`src/hdl/wfs_pkg.sv`:
```
// Functional notes
// [RL1] Valid-rate mode: wake on sync within timeout
// [RL2] Criterion select: pattern, random, equal, sync
// [RL3] Wake pattern: low byte chips 7..0
// [RL4] Chip limit 7 bits, max 127 chips
// [RL5] Zero limit: random/equal wake at sync
// [RL6] Pattern mode: zero never wakes, fill first
// [RL7] Four marker modes: single, parallel, gap, extended
// [RL8] Every marker setting exists for A and B
// [RL9] Search from sync or wake, until match/loss
// [RL10] Two 16-chip correlators with own length, pattern
// [RL11] Software sets A length 16 when B used
// [RL12] Parallel: first match raises frame sync
// [RL13] Gap mode: A, gap, then B
// [RL14] Extended: insert 0 for A, 1 for B
// [RL15] Markers must differ from wake stream, run-in
// [RL16] Wake search aborts on sync loss, limit ends
// [RL17] Three equal chips flag a code violation
// [RL18] Correlator length 0 to 16 chips
// [RL19] One-cycle wake and frame sync pulses
// [RL20] Compare latest active-length chips to reference
package wfs_pkg;
  // Printed offsets (register index); byte address is four times the index
  localparam logic [7:0] WFS_IDX_WAKE_CTRL_A = 8'h25;
  localparam logic [7:0] WFS_IDX_WAKE_PAT_LO_A = 8'h26;
  localparam logic [7:0] WFS_IDX_WAKE_PAT_HI_A = 8'h27;
  localparam logic [7:0] WFS_IDX_WAKE_CNT_A = 8'h28;
  localparam logic [7:0] WFS_IDX_WAKE_CTRL_B = 8'h46;
  localparam logic [7:0] WFS_IDX_WAKE_PAT_LO_B = 8'h47;
  localparam logic [7:0] WFS_IDX_WAKE_PAT_HI_B = 8'h48;
  localparam logic [7:0] WFS_IDX_WAKE_CNT_B = 8'h49;
  // Marker registers, config A base; config B adds the set offset
  localparam logic [7:0] WFS_IDX_MARK_MODE = 8'h82;
  localparam logic [7:0] WFS_IDX_CORR_A_LEN = 8'h83;
  localparam logic [7:0] WFS_IDX_CORR_B_LEN = 8'h84;
  localparam logic [7:0] WFS_IDX_CORR_A_LO = 8'h86;
  localparam logic [7:0] WFS_IDX_CORR_A_HI = 8'h87;
  localparam logic [7:0] WFS_IDX_CORR_B_LO = 8'h88;
  localparam logic [7:0] WFS_IDX_CORR_B_HI = 8'h89;
  localparam logic [7:0] WFS_IDX_SET_B_OFS = 8'h20;
  // Own registers
  localparam logic [7:0] WFS_IDX_MARK_GAP_A = 8'h8b;
  localparam logic [7:0] WFS_IDX_GLOBAL_CTRL = 8'hc0;
  localparam logic [7:0] WFS_IDX_STATUS = 8'hc1;
  localparam logic [7:0] WFS_IDX_TIMEOUT = 8'hc2;
  localparam logic [7:0] WFS_RESET_BYTE = 8'h00;
  // Fields
  localparam int WFS_CRIT_LSB = 0;
  localparam int WFS_CNT_W = 7;
  localparam int WFS_LEN_W = 5;
  localparam logic [4:0] WFS_LEN_MAX = 5'h10;
  localparam logic [6:0] WFS_FILL_CHIPS = 7'h10;
  localparam int WFS_CTRL_SET_BIT = 0;
  localparam int WFS_CTRL_POLL_BIT = 1;
  // Sync search timeout: 7.625 data bits = 61 half-chip quarters; in chips
  localparam logic [7:0] WFS_TIMEOUT_RESET = 8'h0f;
  typedef enum logic [1:0] {
    WFS_CRIT_PATTERN = 2'b00,
    WFS_CRIT_RANDOM = 2'b01,
    WFS_CRIT_EQUAL = 2'b10,
    WFS_CRIT_SYNC = 2'b11
  } wfs_crit_t;
  typedef enum logic [1:0] {
    WFS_MODE_SINGLE = 2'b00,
    WFS_MODE_PARALLEL = 2'b01,
    WFS_MODE_GAP = 2'b10,
    WFS_MODE_EXTENDED = 2'b11
  } wfs_mode_t;
  typedef enum logic [2:0] {
    WFS_ST_IDLE = 3'b000,
    WFS_ST_WAKE = 3'b001,
    WFS_ST_SEARCH = 3'b011,
    WFS_ST_GAP = 3'b010,
    WFS_ST_SEARCH_B = 3'b110,
    WFS_ST_FRAMED = 3'b111
  } wfs_state_t;
endpackage : wfs_pkg

```
`src/hdl/wfs_top.sv`:
```
`timescale 1ns/1ps
module wfs_top (
  // Clock and reset
  input wire logic hclk,
  input wire logic hresetn,
  // AHB-Lite slave
  input wire logic hsel,
  input wire logic [31:0] haddr,
  input wire logic [1:0] htrans,
  input wire logic hwrite,
  input wire logic [2:0] hsize,
  input wire logic [31:0] hwdata,
  input wire logic hready,
  output logic [31:0] hrdata,
  output logic hreadyout,
  output logic hresp,
  // Chip stream from clock recovery
  input wire logic chip_data,
  input wire logic chip_strobe,
  input wire logic symbol_sync,
  // Events and payload marker
  output logic wake_pulse,
  output logic frame_sync_pulse,
  output logic ext_bit_valid,
  output logic ext_bit,
  output logic searching
);
  import wfs_pkg::*;

  // ********************************
  // Register file
  // ********************************
  logic [7:0] regs_q [0:255];
  logic wr_pend_q;
  logic [7:0] wr_idx_q;
  logic [7:0] rd_idx;

  always_ff @(posedge hclk or negedge hresetn) begin
    if (!hresetn) begin
      wr_pend_q <= 1'b0;
      wr_idx_q <= 8'h00;
    end else if (hready) begin
      wr_pend_q <= hsel && htrans[1] && hwrite;
      wr_idx_q <= haddr[9:2];
    end
  end

  genvar gi;
  generate
    for (gi = 0; gi < 256; gi++) begin : g_reg
      always_ff @(posedge hclk or negedge hresetn) begin
        if (!hresetn) begin
          regs_q[gi] <= (gi == WFS_IDX_TIMEOUT) ? WFS_TIMEOUT_RESET : WFS_RESET_BYTE;
        end else if (wr_pend_q && wr_idx_q == 8'(gi)) begin
          regs_q[gi] <= hwdata[7:0];
        end
      end
    end
  endgenerate

  logic [7:0] status_byte;
  logic [31:0] rdata_q;
  assign rd_idx = haddr[9:2];
  always_ff @(posedge hclk or negedge hresetn) begin
    if (!hresetn) begin
      rdata_q <= 32'h0000_0000;
    end else if (hready && hsel && htrans[1] && !hwrite) begin
      rdata_q <= (rd_idx == WFS_IDX_STATUS) ? {24'h00_0000, status_byte} : 32'h0000_0000;
    end
  end
  assign hrdata = rdata_q;
  assign hreadyout = 1'b1;
  assign hresp = 1'b0;

  // ********************************
  // Active configuration
  // ********************************
  logic set_b;
  logic self_poll;
  logic [7:0] ob;
  wfs_crit_t crit;
  logic [15:0] wake_ref;
  logic [6:0] wake_chip_limit;
  wfs_mode_t mode;
  logic [4:0] corr_a_length;
  logic [4:0] corr_b_length;
  logic [15:0] corr_a_ref;
  logic [15:0] corr_b_ref;
  logic [7:0] marker_gap_length;
  logic [7:0] timeout_chips;

  assign set_b = regs_q[WFS_IDX_GLOBAL_CTRL][WFS_CTRL_SET_BIT];
  assign self_poll = regs_q[WFS_IDX_GLOBAL_CTRL][WFS_CTRL_POLL_BIT];
  assign ob = set_b ? WFS_IDX_SET_B_OFS : 8'h00;
  assign timeout_chips = regs_q[WFS_IDX_TIMEOUT];
  always_comb begin
    if (set_b) begin // RL8
      crit = wfs_crit_t'(regs_q[WFS_IDX_WAKE_CTRL_B][1:0]); // RL2
      wake_ref = {regs_q[WFS_IDX_WAKE_PAT_HI_B], regs_q[WFS_IDX_WAKE_PAT_LO_B]}; // RL3
      wake_chip_limit = regs_q[WFS_IDX_WAKE_CNT_B][WFS_CNT_W-1:0]; // RL4
    end else begin
      crit = wfs_crit_t'(regs_q[WFS_IDX_WAKE_CTRL_A][1:0]);
      wake_ref = {regs_q[WFS_IDX_WAKE_PAT_HI_A], regs_q[WFS_IDX_WAKE_PAT_LO_A]};
      wake_chip_limit = regs_q[WFS_IDX_WAKE_CNT_A][WFS_CNT_W-1:0];
    end
  end
  assign mode = wfs_mode_t'(regs_q[8'(WFS_IDX_MARK_MODE + ob)][1:0]); // RL7 RL8
  assign corr_a_length = regs_q[8'(WFS_IDX_CORR_A_LEN + ob)][WFS_LEN_W-1:0];
  assign corr_b_length = regs_q[8'(WFS_IDX_CORR_B_LEN + ob)][WFS_LEN_W-1:0];
  assign corr_a_ref = {regs_q[8'(WFS_IDX_CORR_A_HI + ob)], regs_q[8'(WFS_IDX_CORR_A_LO + ob)]};
  assign corr_b_ref = {regs_q[8'(WFS_IDX_CORR_B_HI + ob)], regs_q[8'(WFS_IDX_CORR_B_LO + ob)]};
  assign marker_gap_length = regs_q[8'(WFS_IDX_MARK_GAP_A + ob)];

  // ********************************
  // Chip history and code violation
  // ********************************
  logic [31:0] hist_q;
  logic [6:0] fill_q;
  logic [6:0] fill_d;
  logic code_violation;
  logic [31:0] hist_d;
  assign hist_d = {hist_q[30:0], chip_data};
  // Fewer than three chips since sync cannot hold a violation
  assign code_violation = fill_q >= 7'h02
                          && ((hist_d[2:0] == 3'b000) || (hist_d[2:0] == 3'b111)); // RL17
  assign fill_d = (fill_q == 7'h7f) ? fill_q : 7'(fill_q + 7'h01);

  // ********************************
  // Correlators
  // ********************************
  function automatic logic corr_hit(input logic [15:0] h, input logic [15:0] r,
                                    input logic [4:0] len);
    logic [15:0] m;
    m = (len >= WFS_LEN_MAX) ? 16'hffff : 16'((17'h0_0001 << len) - 17'h0_0001); // RL18
    corr_hit = ((h ^ r) & m) == 16'h0000; // RL20
  endfunction

  logic hit_a;
  logic hit_b;
  logic hit_single;
  assign hit_a = corr_hit(hist_d[15:0], corr_a_ref, corr_a_length) // RL10
                 && (corr_a_length != 5'h00);
  assign hit_b = corr_hit(hist_d[15:0], corr_b_ref, corr_b_length) // RL10
                 && (corr_b_length != 5'h00);
  // Single mode chains B (older chips) in front of A
  assign hit_single = corr_hit(hist_d[15:0], corr_a_ref, corr_a_length)
                      && corr_hit(hist_d[31:16], corr_b_ref, corr_b_length); // RL11

  // ********************************
  // Control
  // ********************************
  wfs_state_t state_q;
  logic [6:0] wcnt_q;
  logic [7:0] gcnt_q;
  logic [7:0] tcnt_q;
  logic sync_q;
  logic timely_q;
  logic wake_d;
  logic frame_sync_pulse_d;
  logic frame_sync_pulse_b;

  always_comb begin
    wake_d = 1'b0;
    frame_sync_pulse_d = 1'b0;
    frame_sync_pulse_b = 1'b0;
    if (symbol_sync) begin
      if (state_q == WFS_ST_WAKE) begin
        unique case (crit)
          WFS_CRIT_SYNC: wake_d = 1'b1; // RL1
          WFS_CRIT_PATTERN: wake_d = chip_strobe && fill_q >= WFS_FILL_CHIPS // RL6
                                     && wcnt_q < wake_chip_limit && hist_d[15:0] == wake_ref;
          default: wake_d = chip_strobe && wcnt_q == wake_chip_limit - 7'h01
                            && !code_violation && wake_chip_limit != 7'h00;
        endcase
        if (crit inside {WFS_CRIT_RANDOM, WFS_CRIT_EQUAL} && wake_chip_limit == 7'h00) begin
          wake_d = 1'b1; // RL5
        end
        // No wake unless sync came within the search timeout
        wake_d = wake_d && timely_q; // RL1 RL16
      end else if (chip_strobe && state_q == WFS_ST_SEARCH) begin
        unique case (mode)
          WFS_MODE_SINGLE: begin
            frame_sync_pulse_d = hit_single;
            frame_sync_pulse_b = 1'b0;
          end
          WFS_MODE_GAP: frame_sync_pulse_d = 1'b0;
          default: begin
            frame_sync_pulse_d = hit_a || hit_b; // RL12
            frame_sync_pulse_b = hit_b && !hit_a;
          end
        endcase
      end else if (chip_strobe && state_q == WFS_ST_SEARCH_B) begin
        frame_sync_pulse_d = hit_b; // RL13
        frame_sync_pulse_b = 1'b1;
      end
    end
  end

  // Window end or a criterion-specific stop closes the wake search
  logic bit_done;
  logic random_stop;
  logic equal_stop;
  logic wake_stop;
  assign bit_done = fill_q[0] && (hist_d[1] != hist_d[0]);
  assign random_stop = crit == WFS_CRIT_RANDOM && code_violation; // RL17
  assign equal_stop = crit == WFS_CRIT_EQUAL && bit_done && fill_q >= 7'h02
                      && hist_d[1] != hist_d[3]; // RL17
  assign wake_stop = wcnt_q >= wake_chip_limit || random_stop || equal_stop; // RL16

  always_ff @(posedge hclk or negedge hresetn) begin
    if (!hresetn) begin
      state_q <= WFS_ST_IDLE;
    end else if (!symbol_sync) begin
      state_q <= WFS_ST_IDLE; // RL9 RL16
    end else begin
      unique case (state_q)
        WFS_ST_IDLE: state_q <= self_poll ? WFS_ST_WAKE : WFS_ST_SEARCH; // RL9
        WFS_ST_WAKE: begin
          if (wake_d) begin
            state_q <= WFS_ST_SEARCH; // RL9
          end else if (crit == WFS_CRIT_SYNC || (chip_strobe && wake_stop)) begin
            state_q <= WFS_ST_FRAMED; // RL16 end of window, wait for sync loss
          end
        end
        WFS_ST_SEARCH: begin
          if (frame_sync_pulse_d) begin
            state_q <= WFS_ST_FRAMED;
          end else if (chip_strobe && mode == WFS_MODE_GAP && hit_a) begin
            state_q <= WFS_ST_GAP; // RL13
          end
        end
        WFS_ST_GAP: begin
          if (chip_strobe && gcnt_q >= marker_gap_length) begin
            state_q <= WFS_ST_SEARCH_B;
          end
        end
        WFS_ST_SEARCH_B: begin
          if (frame_sync_pulse_d) begin
            state_q <= WFS_ST_FRAMED;
          end
        end
        WFS_ST_FRAMED: state_q <= WFS_ST_FRAMED;
        default: state_q <= WFS_ST_IDLE;
      endcase
    end
  end

  // Chip history, fill and window counters
  always_ff @(posedge hclk or negedge hresetn) begin
    if (!hresetn) begin
      hist_q <= 32'h0000_0000;
      fill_q <= 7'h00;
      wcnt_q <= 7'h00;
      gcnt_q <= 8'h00;
    end else if (!symbol_sync) begin
      fill_q <= 7'h00;
      wcnt_q <= 7'h00;
      gcnt_q <= 8'h00;
    end else if (chip_strobe) begin
      hist_q <= hist_d;
      fill_q <= fill_d;
      wcnt_q <= (state_q == WFS_ST_WAKE && wcnt_q != 7'h7f) ? 7'(wcnt_q + 7'h01) : wcnt_q; // RL4
      gcnt_q <= (state_q == WFS_ST_GAP) ? 8'(gcnt_q + 8'h01) : 8'h00;
    end
  end

  // Sync search timeout: chips seen without sync, judged once as sync rises
  logic sync_timely;
  assign sync_timely = tcnt_q <= timeout_chips; // RL1 RL16
  always_ff @(posedge hclk or negedge hresetn) begin
    if (!hresetn) begin
      tcnt_q <= 8'h00;
      sync_q <= 1'b0;
      timely_q <= 1'b0;
    end else begin
      sync_q <= symbol_sync;
      if (symbol_sync && !sync_q) begin
        timely_q <= sync_timely; // RL1
      end
      if (symbol_sync) begin
        tcnt_q <= 8'h00;
      end else if (chip_strobe && tcnt_q != 8'hff) begin
        tcnt_q <= 8'(tcnt_q + 8'h01);
      end
    end
  end
  // ********************************
  // Outputs
  // ********************************
  logic wake_q;
  logic frame_sync_pulse_q;
  logic ext_v_q;
  logic ext_b_q;
  always_ff @(posedge hclk or negedge hresetn) begin
    if (!hresetn) begin
      wake_q <= 1'b0;
      frame_sync_pulse_q <= 1'b0;
      ext_v_q <= 1'b0;
      ext_b_q <= 1'b0;
    end else begin
      wake_q <= wake_d; // RL19
      frame_sync_pulse_q <= frame_sync_pulse_d; // RL19
      ext_v_q <= frame_sync_pulse_d && mode == WFS_MODE_EXTENDED; // RL14
      ext_b_q <= frame_sync_pulse_d && frame_sync_pulse_b; // RL14
    end
  end
  assign wake_pulse = wake_q;
  assign frame_sync_pulse = frame_sync_pulse_q;
  assign ext_bit_valid = ext_v_q;
  assign ext_bit = ext_b_q;
  assign searching = state_q inside {WFS_ST_SEARCH, WFS_ST_GAP, WFS_ST_SEARCH_B};
  assign status_byte = {4'h0, frame_sync_pulse, state_q};
endmodule : wfs_top

```
`config.mk`:
```
export PLATFORM = sky130hd
export DESIGN_NAME = wfs_top
export DESIGN_NICKNAME = d
export VERILOG_FILES = /design/src/hdl/wfs_pkg.sv /design/src/hdl/wfs_top.sv
export SDC_FILE = /design/constraint.sdc
export NUM_CORES = 1
export LEC_CHECK = 0
export BUFFER_PORTS_ARGS = -buffer_cell sky130_fd_sc_hd__buf_2
export CAP_MARGIN = 20
export CORE_MARGIN = 2
export CORE_UTILIZATION = 60
export CTS_CLUSTER_SIZE = 12
export DETAILED_ROUTE_END_ITERATION = 8
export GPL_TIMING_DRIVEN = 0
export PLACE_DENSITY = 0.8
export SLEW_MARGIN = 5
export SYNTH_ARGS = -nofsm -noshare
export SYNTH_HDL_FRONTEND = slang
export SYNTH_SLANG_ARGS = --single-unit
```
`constraint.sdc`:
```
create_clock -name hclk -period 6.2 [get_ports hclk]
set_input_delay 1.24 -clock hclk [delete_from_list [all_inputs] [get_ports hclk]]
set_output_delay 1.24 -clock hclk [all_outputs]
set_load 0.02 [all_outputs]
```
== Yosys cells after proc, flatten, opt, wreduce, memory -nomap -nowiden ==
Cells that the tools add are included.
Storage, ports and cells
  bits in latches: 0
  register bits after elaboration: 2159
  memory bits (writable): 0
  logic and storage cells: 985
  memories kept: 0
  ROM bits: 0
  output and inout bits: 39
  input bits: 77
Cells by class
  div/mod/pow operators: 0
  add/subtract/negate cells: 15
  eq/ne operators: 281
  reduce and logical (&&, ||, !) cells: 319
  multiply operators: 0
  bitwise gates (word level): 14
  $lt $le $gt $ge: 16
  shift operators: 2
  mux-type cells: 67
Operator list (count)
  $eq A8 B8 Y1 const B: 129
  $bmux W8 S8: 8
  $eq A8 B7 Y1 const B: 64
  $logic_and A1 B1 Y1: 290
  $eq A8 B6 Y1 const B: 32
  $eq A8 B5 Y1 const B: 16
  $mux W8: 15
  $ge A9 B9 Y1 const B: 8
  $not A8 Y9: 8
  $add A8 B6 Y8 const A: 8
  $eq A8 B4 Y1 const B: 8
  $mux W7: 7
  $and A16 B16 Y16: 3
  $logic_not A16 Y1: 3
  $mux W16: 3
  $xor A16 B16 Y16: 3
  $eq A8 B3 Y1 const B: 4
  $shl A1 B5 Y16 const A: 2
  $sub A16 B1 Y16 const B: 2
  $mux W3: 7
  $mux W5: 4
  $pmux W3 S6: 1
  $add A8 B1 Y8 const B: 2
  $eq A16 B16 Y1: 1
  43 further kinds: 86

== Depth between registers and ports, before layout ==
Gate-level depths: netlist (run 1).
  depth after elaboration: 20
  depth in mapped cells: 22
  mapped depth without buffers: 14

== Least setup slack after synthesis (run 1) ==
Ideal clock, no wire load.
  kind: register -> register
  from: reg regs_q[504] (netlist bit)
  to: reg state_q[1]
  path slack: 1626 ps
  period minus slack after synthesis: 4574 ps
  path buffers: 9
  library setup time: 92 ps
  stages on the path, launching flop included: 22
  data arrival time: 4482 ps
  required time: 6108 ps
  cell sequence: dfrtp_1 buf_6 buf_6 buf_6 buf_4 buf_2 buf_2 buf_2 buf_1 nand2_1 o32ai_1 nand2_1 ha_1 clkbuf_1 a221oi_1 a311o_1 o311ai_0 or4_1 o21a_1 a221o_1 o21a_1 o31ai_2
Between the ends
  longest elaborated chain between the ends: 20
  elaborated cells on any way between the ends: 120
  those cells by class: add/sub (11); order compare (5); eq/ne (10); shift (2); mux (45); bitwise (14); reduce/logical (33)
RTL lines
  start: declaration: RTL line wfs_top.sv:33  | logic [7:0] regs_q [0:255];
  start signal: indexed assignment: RTL line wfs_top.sv:53  | regs_q[gi] <= (gi == WFS_IDX_TIMEOUT) ? WFS_TIMEOUT_RESET : WFS_RESET_BYTE;
  start signal: indexed assignment: RTL line wfs_top.sv:55  | regs_q[gi] <= hwdata[7:0];
  $mux W6: RTL line wfs_top.sv:94  | assign ob = set_b ? WFS_IDX_SET_B_OFS : 8'h00;
  $add A8 B6 Y8 (on tied branches): RTL line wfs_top.sv:108, wfs_top.sv:109
  $not A8 Y9 (on tied branches): RTL line wfs_top.sv:108, wfs_top.sv:109
  $bmux W8 S8 (on tied branches): RTL line wfs_top.sv:108, wfs_top.sv:109
  $mux W5 (on tied branches) (2 in a row): RTL line wfs_top.sv:108, wfs_top.sv:109
  $shl A1 B5 Y16: RTL line wfs_top.sv:134  | m = (len >= WFS_LEN_MAX) ? 16'hffff : 16'((17'h0_0001 << len) - 17'h0_0001);
  $sub A16 B1 Y16: RTL line wfs_top.sv:134
  $mux W16: RTL line wfs_top.sv:134
  (+3 left out)
  $logic_or A1 B1 Y1: RTL line wfs_top.sv:188  | frame_sync_pulse_d = hit_a || hit_b;
  $pmux W1 S2: RTL line wfs_top.sv:181  | unique case (mode)
  $mux W1: RTL line wfs_top.sv:180  | end else if (chip_strobe && state_q == WFS_ST_SEARCH) begin
  $mux W1: RTL line wfs_top.sv:167  | if (state_q == WFS_ST_WAKE) begin
  $mux W1: RTL line wfs_top.sv:166  | if (symbol_sync) begin
  $mux W3: RTL line wfs_top.sv:226  | if (frame_sync_pulse_d) begin
  $pmux W3 S6: RTL line wfs_top.sv:216  | unique case (state_q)
  $mux W3: RTL line wfs_top.sv:213  | end else if (!symbol_sync) begin
  end signal: assignment: RTL line wfs_top.sv:217  | WFS_ST_IDLE: state_q <= self_poll ? WFS_ST_WAKE : WFS_ST_SEARCH;
  end: declaration: RTL line wfs_top.sv:152  | wfs_state_t state_q;
Parallel ways exist; a longest one is shown, timed or not. The select of a mux whose other input is x is not followed.
A chain may end at the register's enable or synchronous reset.

== Final worst setup path (run 1) ==
Ends and elaborated chain as after synthesis.

==> impl_metrics.csv, run 1 <==
group,metric,value,unit
logic_synthesis,syn_inst,1269,
global_routing,overflow,0,
timing,layout_setup_ws,0.110,ns
place,gp_congestion,0.967,
timing,slew_violations,0,
detailed_routing,top_layer_used,"met4",
clocking,numCtsBuffers,27,
detailed_routing,wl_met3,3.20,mm
clocking,cts_root_buf,"clkbuf_16",
flow_run,max_cap_violations,0,
timing,holdWs,0.464,ns
detailed_routing,dr_wl_met2,17.2,mm
global_routing,antenna_found_initial,1,
global_routing,grt_pass1_wl,58.9,mm
hold_path,hold_class,"reg -> reg",
finish,stdcell_count,1690,
timing,rsz0062_at_grt,"no",
timing,setup_viol,0,
logic_synthesis,syn_area_per_cell,11.0,sq um
critical_path,startpoint_type,"flop",
critical_path,path_max_fanout,10,
die,fp-row-count,55,
die,die_h,157,microns
finish,nNetsFinal,1475,
logic_synthesis,yosysTopAreaCell,"dfrtp_1",
power,ir_worst_vdd,0.000210,V
timing,hold_viol_final,0,
power,p_leak,7.17,nW
detailed_routing,dr.pass1.iters,8,
finish,antenna-diode-count,0,
clocking,holdBufCountCts,0,
logic_synthesis,synth_cell_types,76,
logic_synthesis,synth_area,0.0140,sq mm
status,status,"finished clean",
clocking,cts_setup_buffers,0,
timing,finClkSkew,0.0177,ns
critical_path,cpMaxStageDelayCell,"or4_1",
detailed_routing,vias,10600,
power,p_total,4.31,mW
detailed_routing,wirelength,38.0,mm
timing,fin_crit_sh,0.982,
critical_path,endpoint_kind,"flop",
timing,max_freq,164,MHz
logic_synthesis,synth_edf_count,0,
clocking,cts.htree.levels,1,
logic_synthesis,netlist_top_cells_count,"dfrtp_1, mux2_2, mux2i_1",
detailed_routing,post_drt_via_cell_ratio,6.27,
power,p_per_area,276,mW/mm^2
critical_path,cp.required,6.65,ns
timing,fin_tns_setup,0,ns
global_routing,grt_pass1_vias,10400,
die,die_area,0.0246,sq mm
logic_synthesis,yosysTopAreaCellShare,0.434,
finish,nFillCells,1735,
logic_synthesis,yosysMostFrequentCell,"dfrtp_1",
global_routing,grt_max_degree,103,
die,coreArea,0.0228,sq mm
finish,syn_to_final_growth,11.4,%
detailed_routing,wl_met1,15.9,mm
critical_path,critical-path-top-delay-family,"buffers and inverters",
clocking,clkSinkCount,247,
logic_synthesis,yosys_most_used_dff,"dfrtp_1",
finish,drive_above_1_share,0.256,
detailed_routing,wl_per_cell,22.5,microns
die,fp.dieW,157,microns
critical_path,path_buf_inv,9,
detailed_routing,drt_first_iter_violations,942,
global_routing,grt_use_total,0.316,
detailed_routing,detail-route-antenna-nets,0,
critical_path,crit_chain,"buf_6, buf_6, buf_6, buf_4, buf_2, buf_2, buf_2, clkbuf_4, nand2_1, o32ai_1, nand2_1, ha_1, clkbuf_1, a221oi_1, a311o_1, o311ai_0, or4_1, a21oi_1, a21oi_1, o21a_1, o31ai_2",
place,io_buffers,33,
timing,maxSlewHeadroom,0.335,
die,start_util,0.615,
place,preCtsSetupSlack,-0.169,ns
clocking,clkTransAtPathRegs,0.06,ns
timing,tightestPinTransition,0.994,ns
critical_path,critPathMaxStageDelay,0.70,ns
logic_synthesis,yosysWarnings,0,
place,dp_hpwl,27.3,mm
die,ios,116,
place,dp.cells,1645,
logic_synthesis,ys_async_sr_fraction,1.00,
clocking,cts.path.max_buffers,3,
logic_synthesis,synth_top_cells_by_area,"dfrtp_1, mux2_2, mux2i_1, xnor2_1, ha_1",
clocking,insertion_delay,0.54,ns
critical_path,crit_arrival,6.54,ns
detailed_routing,drc_errors,0,
critical_path,crit_type,"reg -> reg",
logic_synthesis,yosysSeqAreaShare,0.441,
logic_synthesis,synth-seq-cells,247,
timing,fin_crit,6.09,ns
clocking,cts_tree,"yes",
power breakdown:
part	switching (mW)	total, mW	internal [mW]
logic	0.510	0.868	0.357
clock network	0.631	1.59	0.961
registers	0.127	1.85	1.72
total	1.27	4.31	3.04
state kept, by name, summed over array words and instances, names as in the netlist:
signal,count
state_q,3
gcnt_q,8
wcnt_q,7
wr_idx_q,8
regs_q,156
fill_q,7
hist_q,31
hrdata,4
timely_q,1
wr_pend_q,1
wake_pulse,1
ext_bit_valid,1
ext_bit,1
sync_q,1
tcnt_q,8
frame_sync_pulse,1
timeout_chips,8
worst reg2reg max path, cell delays in order, from the launching register on:
cell and delay, ns:
dfrtp_1 0.34, buf_6 0.15, buf_6 0.16, buf_6 0.19, buf_4 0.24, buf_2 0.41
buf_2 0.39, buf_2 0.43, clkbuf_4 0.41, nand2_1 0.09, o32ai_1 0.17, nand2_1 0.10
ha_1 0.20, clkbuf_1 0.23, a221oi_1 0.32, a311o_1 0.16, o311ai_0 0.17, or4_1 0.70
a21oi_1 0.47, a21oi_1 0.18, o21a_1 0.24, o31ai_2 0.24
cells in the final DEF, fill, tap and decap left out, types with 9 or more instances in the layout:
master,count
a21oi_1,36
and3_1,9
buf_2,40
buf_4,33
clkbuf_1,55
clkbuf_16,27
conb_1,30
dfrtp_1,243
ha_1,37
inv_1,25
mux2_2,207
mux2i_1,70
nand2_1,65
nand2b_1,18
nand3_1,30
nand4_1,18
nor2_1,59
nor2b_1,9
nor3_1,23
nor3b_1,11
nor4_1,9
o21a_1,9
o21ai_0,52
o22ai_1,11
o31ai_1,9
or3_1,9
xnor2_1,57
xor2_1,40
through the flow:
step	area, sq um	utilization
final	15600	0.686
after CTS	15600	0.686
after global placement	14700	0.645
after floorplan	14100	-
after global routing	15600	0.686
after detailed placement	14700	0.647
what timing repair did:
action,in CTS,in global routing
resized for setup,2,3
endpoints found under the setup margin,2,2
hold endpoints to repair,0,0
path summary, 6_finish.rpt:
check | from | endpoint | slack, ns | cells after the start
max in group asynchronous | hresetn | regs_q[984] | 4.23 | 3
setup reg to reg | regs_q[504] | state_q[1] | 0.11 | 21
hold reg to reg | sync_q | timely_q | 0.46 | 1
hold / removal | sync_q | timely_q | 0.46 | 1
setup / recovery | regs_q[504] | state_q[1] | 0.11 | 21
min in group asynchronous | hresetn | gcnt_q[5] | 0.74 | 1
kinds of logic (layout without fill, tap and decap cells):
kind of cell,after synthesis,after routing,synth area share
AO/OA/AOI/OAI,189,189,0.0891
XOR/XNOR,97,97,0.0606
adder cells (fa/ha/maj),37,37,0.0330
buffers and inverters,122,202,0.0450
flip-flops,247,247,0.441
multiplexers,280,280,0.220
other,2,30,0.000536
AND/OR/NAND/NOR,295,295,0.111
layout make-up:
cell class,instances,area [sq um],share of cell area
Multi-Input combinational cell,928,7310,0.468
Sequential cell,247,6190,0.396
Clock buffer,42,802,0.0513
Buffer,96,537,0.0344
Tap cell,313,392,0.0251
Timing Repair Buffer,35,230,0.0147
Inverter,26,97.6,0.00625
Clock inverter,3,68.8,0.00441
metal layers:
layer / GRT usage / up-vias
li1: - / 4717
met1: 0.433 / 5284
met2: 0.495 / 500
met3: 0.0593 / 102
met4: 0.131 / 0
met5: 0 / -
No activity file was read; power rests on OpenSTA's default activity.
==> inputs of run 2 (changes only) <==
--- a/config.mk
+++ b/config.mk
@@ -7,6 +7,7 @@
 export LEC_CHECK = 0
 export BUFFER_PORTS_ARGS = -buffer_cell sky130_fd_sc_hd__buf_2
 export CAP_MARGIN = 20
+export CORE_ASPECT_RATIO = 0.6
 export CORE_MARGIN = 2
 export CORE_UTILIZATION = 60
 export CTS_CLUSTER_SIZE = 12
==> run 2 against run 1 <==
Non-clock buffer count unchanged; clock skew shrank 0.0025 ns; setup slack better by 0.066 ns; clock-buffer cell count fell by 6; combinational power grew 3.6%; first-iteration DRC count rose by 39%; core utilization is 1.3 points lower; total power decreased by 2.2%; global-route usage rose by 2.0 points; wire length rose by 7.2%; cell area down 0.79%; sequential power about the same; largest cell class unchanged; largest power group unchanged; highest routed layer unchanged.
==> impl_metrics.csv, run 2 (synthesis gave the netlist of run 1 again) <==
group,metric,value,unit
flow_run,max_cap_violations,0,
power,clockPowerShare,0.344,
global_routing,grt_pass1_wl,61.5,mm
place,io_buffers,33,
timing,max_freq,166,MHz
clocking,cts_root_buf,"clkbuf_16",
detailed_routing,wl_per_cell,24.2,microns
detailed_routing,dr.pass1.iters,9,
clocking,cts_tree,"yes",
global_routing,antenna_found_initial,1,
timing,maxSlewHeadroom,0.320,
finish,fin_area,0.0155,sq mm
global_routing,grt_use_total,0.336,
timing,setup_viol,0,
clocking,insertion_delay,0.55,ns
power,p_sw,1.32,mW
power,p_leak,7.10,nW
power,p_seq_frac,0.442,
global_routing,grt_pass1_vias,10200,
finish,syn_to_final_growth,10.5,%
global_routing,use_met3,0.140,
place,dp_hpwl,29.7,mm
detailed_routing,vias,10600,
timing,fin_tns_setup,0,ns
power,p_per_area,272,mW/mm^2
detailed_routing,post_drt_via_cell_ratio,6.28,
critical_path,path_buf_inv,9,
timing,holdWs,0.449,ns
detailed_routing,wirelength,40.7,mm
finish,antenna-diode-count,0,
detailed_routing,detail-route-antenna-nets,0,
detailed_routing,drc_errors,0,
timing,slew_violations,0,
global_routing,met2_usage,0.450,
power,combPwrFrac,0.214,
finish,largest_reg_flops,156,
timing,finClkSkew,0.0152,ns
power,p_int,2.89,mW
critical_path,startpoint_type,"flop",
die,coreArea,0.0230,sq mm
place,gp_congestion,0.980,
critical_path,critical-path-top-delay-family,"buffers and inverters",
critical_path,path_max_fanout,10,
die,start_util,0.609,
critical_path,crit_type,"reg -> reg",
die,die_h,122,microns
critical_path,crit_arrival,6.48,ns
critical_path,critPathLaunch,"regs_q[504]",
hold_path,hold_class,"reg -> reg",
clocking,clkSinkCount,247,
timing,layout_setup_ws,0.175,ns
clocking,clkTransAtPathRegs,0.06,ns
finish,drive_above_1_share,0.252,
timing,hold_viol_final,0,
timing,tightestPinTransition,1.02,ns
finish,layout_common_cells,"dfrtp_1, mux2_2, mux2i_1",
place,preCtsSetupSlack,0.105,ns
place,dp.cells,1647,
die,fp-row-count,43,
clocking,cts_setup_buffers,0,
global_routing,overflow,0,
die,ios,116,
status,status,"finished clean",
finish,final_common_cell,"dfrtp_1",
finish,stdcell_count,1685,
power,swShare,0.313,
global_routing,grt_util_met1,0.497,
critical_path,r2r-start,"regs_q[504]",
place,dpl_cell_area,0.0147,sq mm
critical_path,endpoint_kind,"flop",
finish,top_regs,"regs_q: 156 flops, hist_q: 31 flops",
detailed_routing,drt_first_iter_violations,1311,
hold_path,hp-start,"sync_q",
global_routing,gr-max-usage-layer,"met1",
timing,fin_crit_sh,0.972,
clocking,holdBufCountCts,0,
critical_path,critPathMaxStageDelay,0.61,ns
global_routing,grt_max_degree,111,
die,fp.dieW,201,microns
finish,nNetsFinal,1473,
power,ir_worst_vdd,0.000250,V
finish,nFillCells,1799,
critical_path,crit_chain,"buf_6, buf_6, buf_6, buf_4, buf_2, buf_2, buf_2, clkbuf_2, nand2_1, o32ai_1, nand2_1, ha_1, clkbuf_1, xor2_1, a21oi_1, a31o_2, or4_1, a21oi_1, a21oi_1, o21a_1, o31ai_2",
timing,fin_crit,6.02,ns
critical_path,cp.required,6.66,ns
clocking,numCtsBuffers,25,
die,die_area,0.0246,sq mm
critical_path,cpMaxStageDelayCell,"or4_1",
clocking,cts.path.max_buffers,3,
finish,largest_register,"regs_q",
timing,rsz0062_at_grt,"no",
clocking,cts.htree.levels,1,
run 2: power by group through the flow:
stage	sequential, mW	combinational, mW	clock, mW
2_1_floorplan	1.82	0.604	0
4_1_cts	1.86	0.876	1.46
3_3_place_gp	1.88	0.844	0
5_1_grt	1.87	0.963	1.53
6_report	1.86	0.899	1.45
3_5_place_dp	1.89	0.865	0
run 2: layout make-up:
| type | instances | area [sq um] | area share |
|---|---|---|---|
| timing repair buffer | 35 | 230 | 0.0149 |
| sequential | 247 | 6190 | 0.399 |
| inverter | 26 | 97.6 | 0.00630 |
| clock inverter | 2 | 50.0 | 0.00323 |
| clock buffer | 36 | 697 | 0.0450 |
| tap | 315 | 394 | 0.0254 |
| buffer | 96 | 534 | 0.0345 |
| multi-input combinational | 928 | 7310 | 0.472 |
run 2: worst paths after layout:
check / endpoint / slack (ns) / cells past startpoint
worst min-delay path: timely_q / 0.45 / 1
worst max register to register: state_q[1] / 0.18 / 21
worst min register to register: timely_q / 0.45 / 1
worst max-delay path: state_q[1] / 0.18 / 21
min in group asynchronous: wcnt_q[4] / 0.56 / 1
max in group asynchronous: regs_q[957] / 4.31 / 3
run 2: routing by layer:
metal	up-vias	wire length, microns
li1	4678	-
met1	5249	18400
met2	569	15800
met3	79	5530
met4	0	984
met5	-	0
run 2: metrics by stage:
stage	total power, mW	util
6_report	4.21	0.673
5_1_grt	4.36	0.673
4_1_cts	4.19	0.673
3_5_place_dp	2.75	0.641
3_3_place_gp	2.72	0.638
2_1_floorplan	2.43	-
run 2: timing repair:
action                     CTS  global route
setup endpoints to repair    0             5
resized for setup            0             2
hold endpoints to repair     0             0
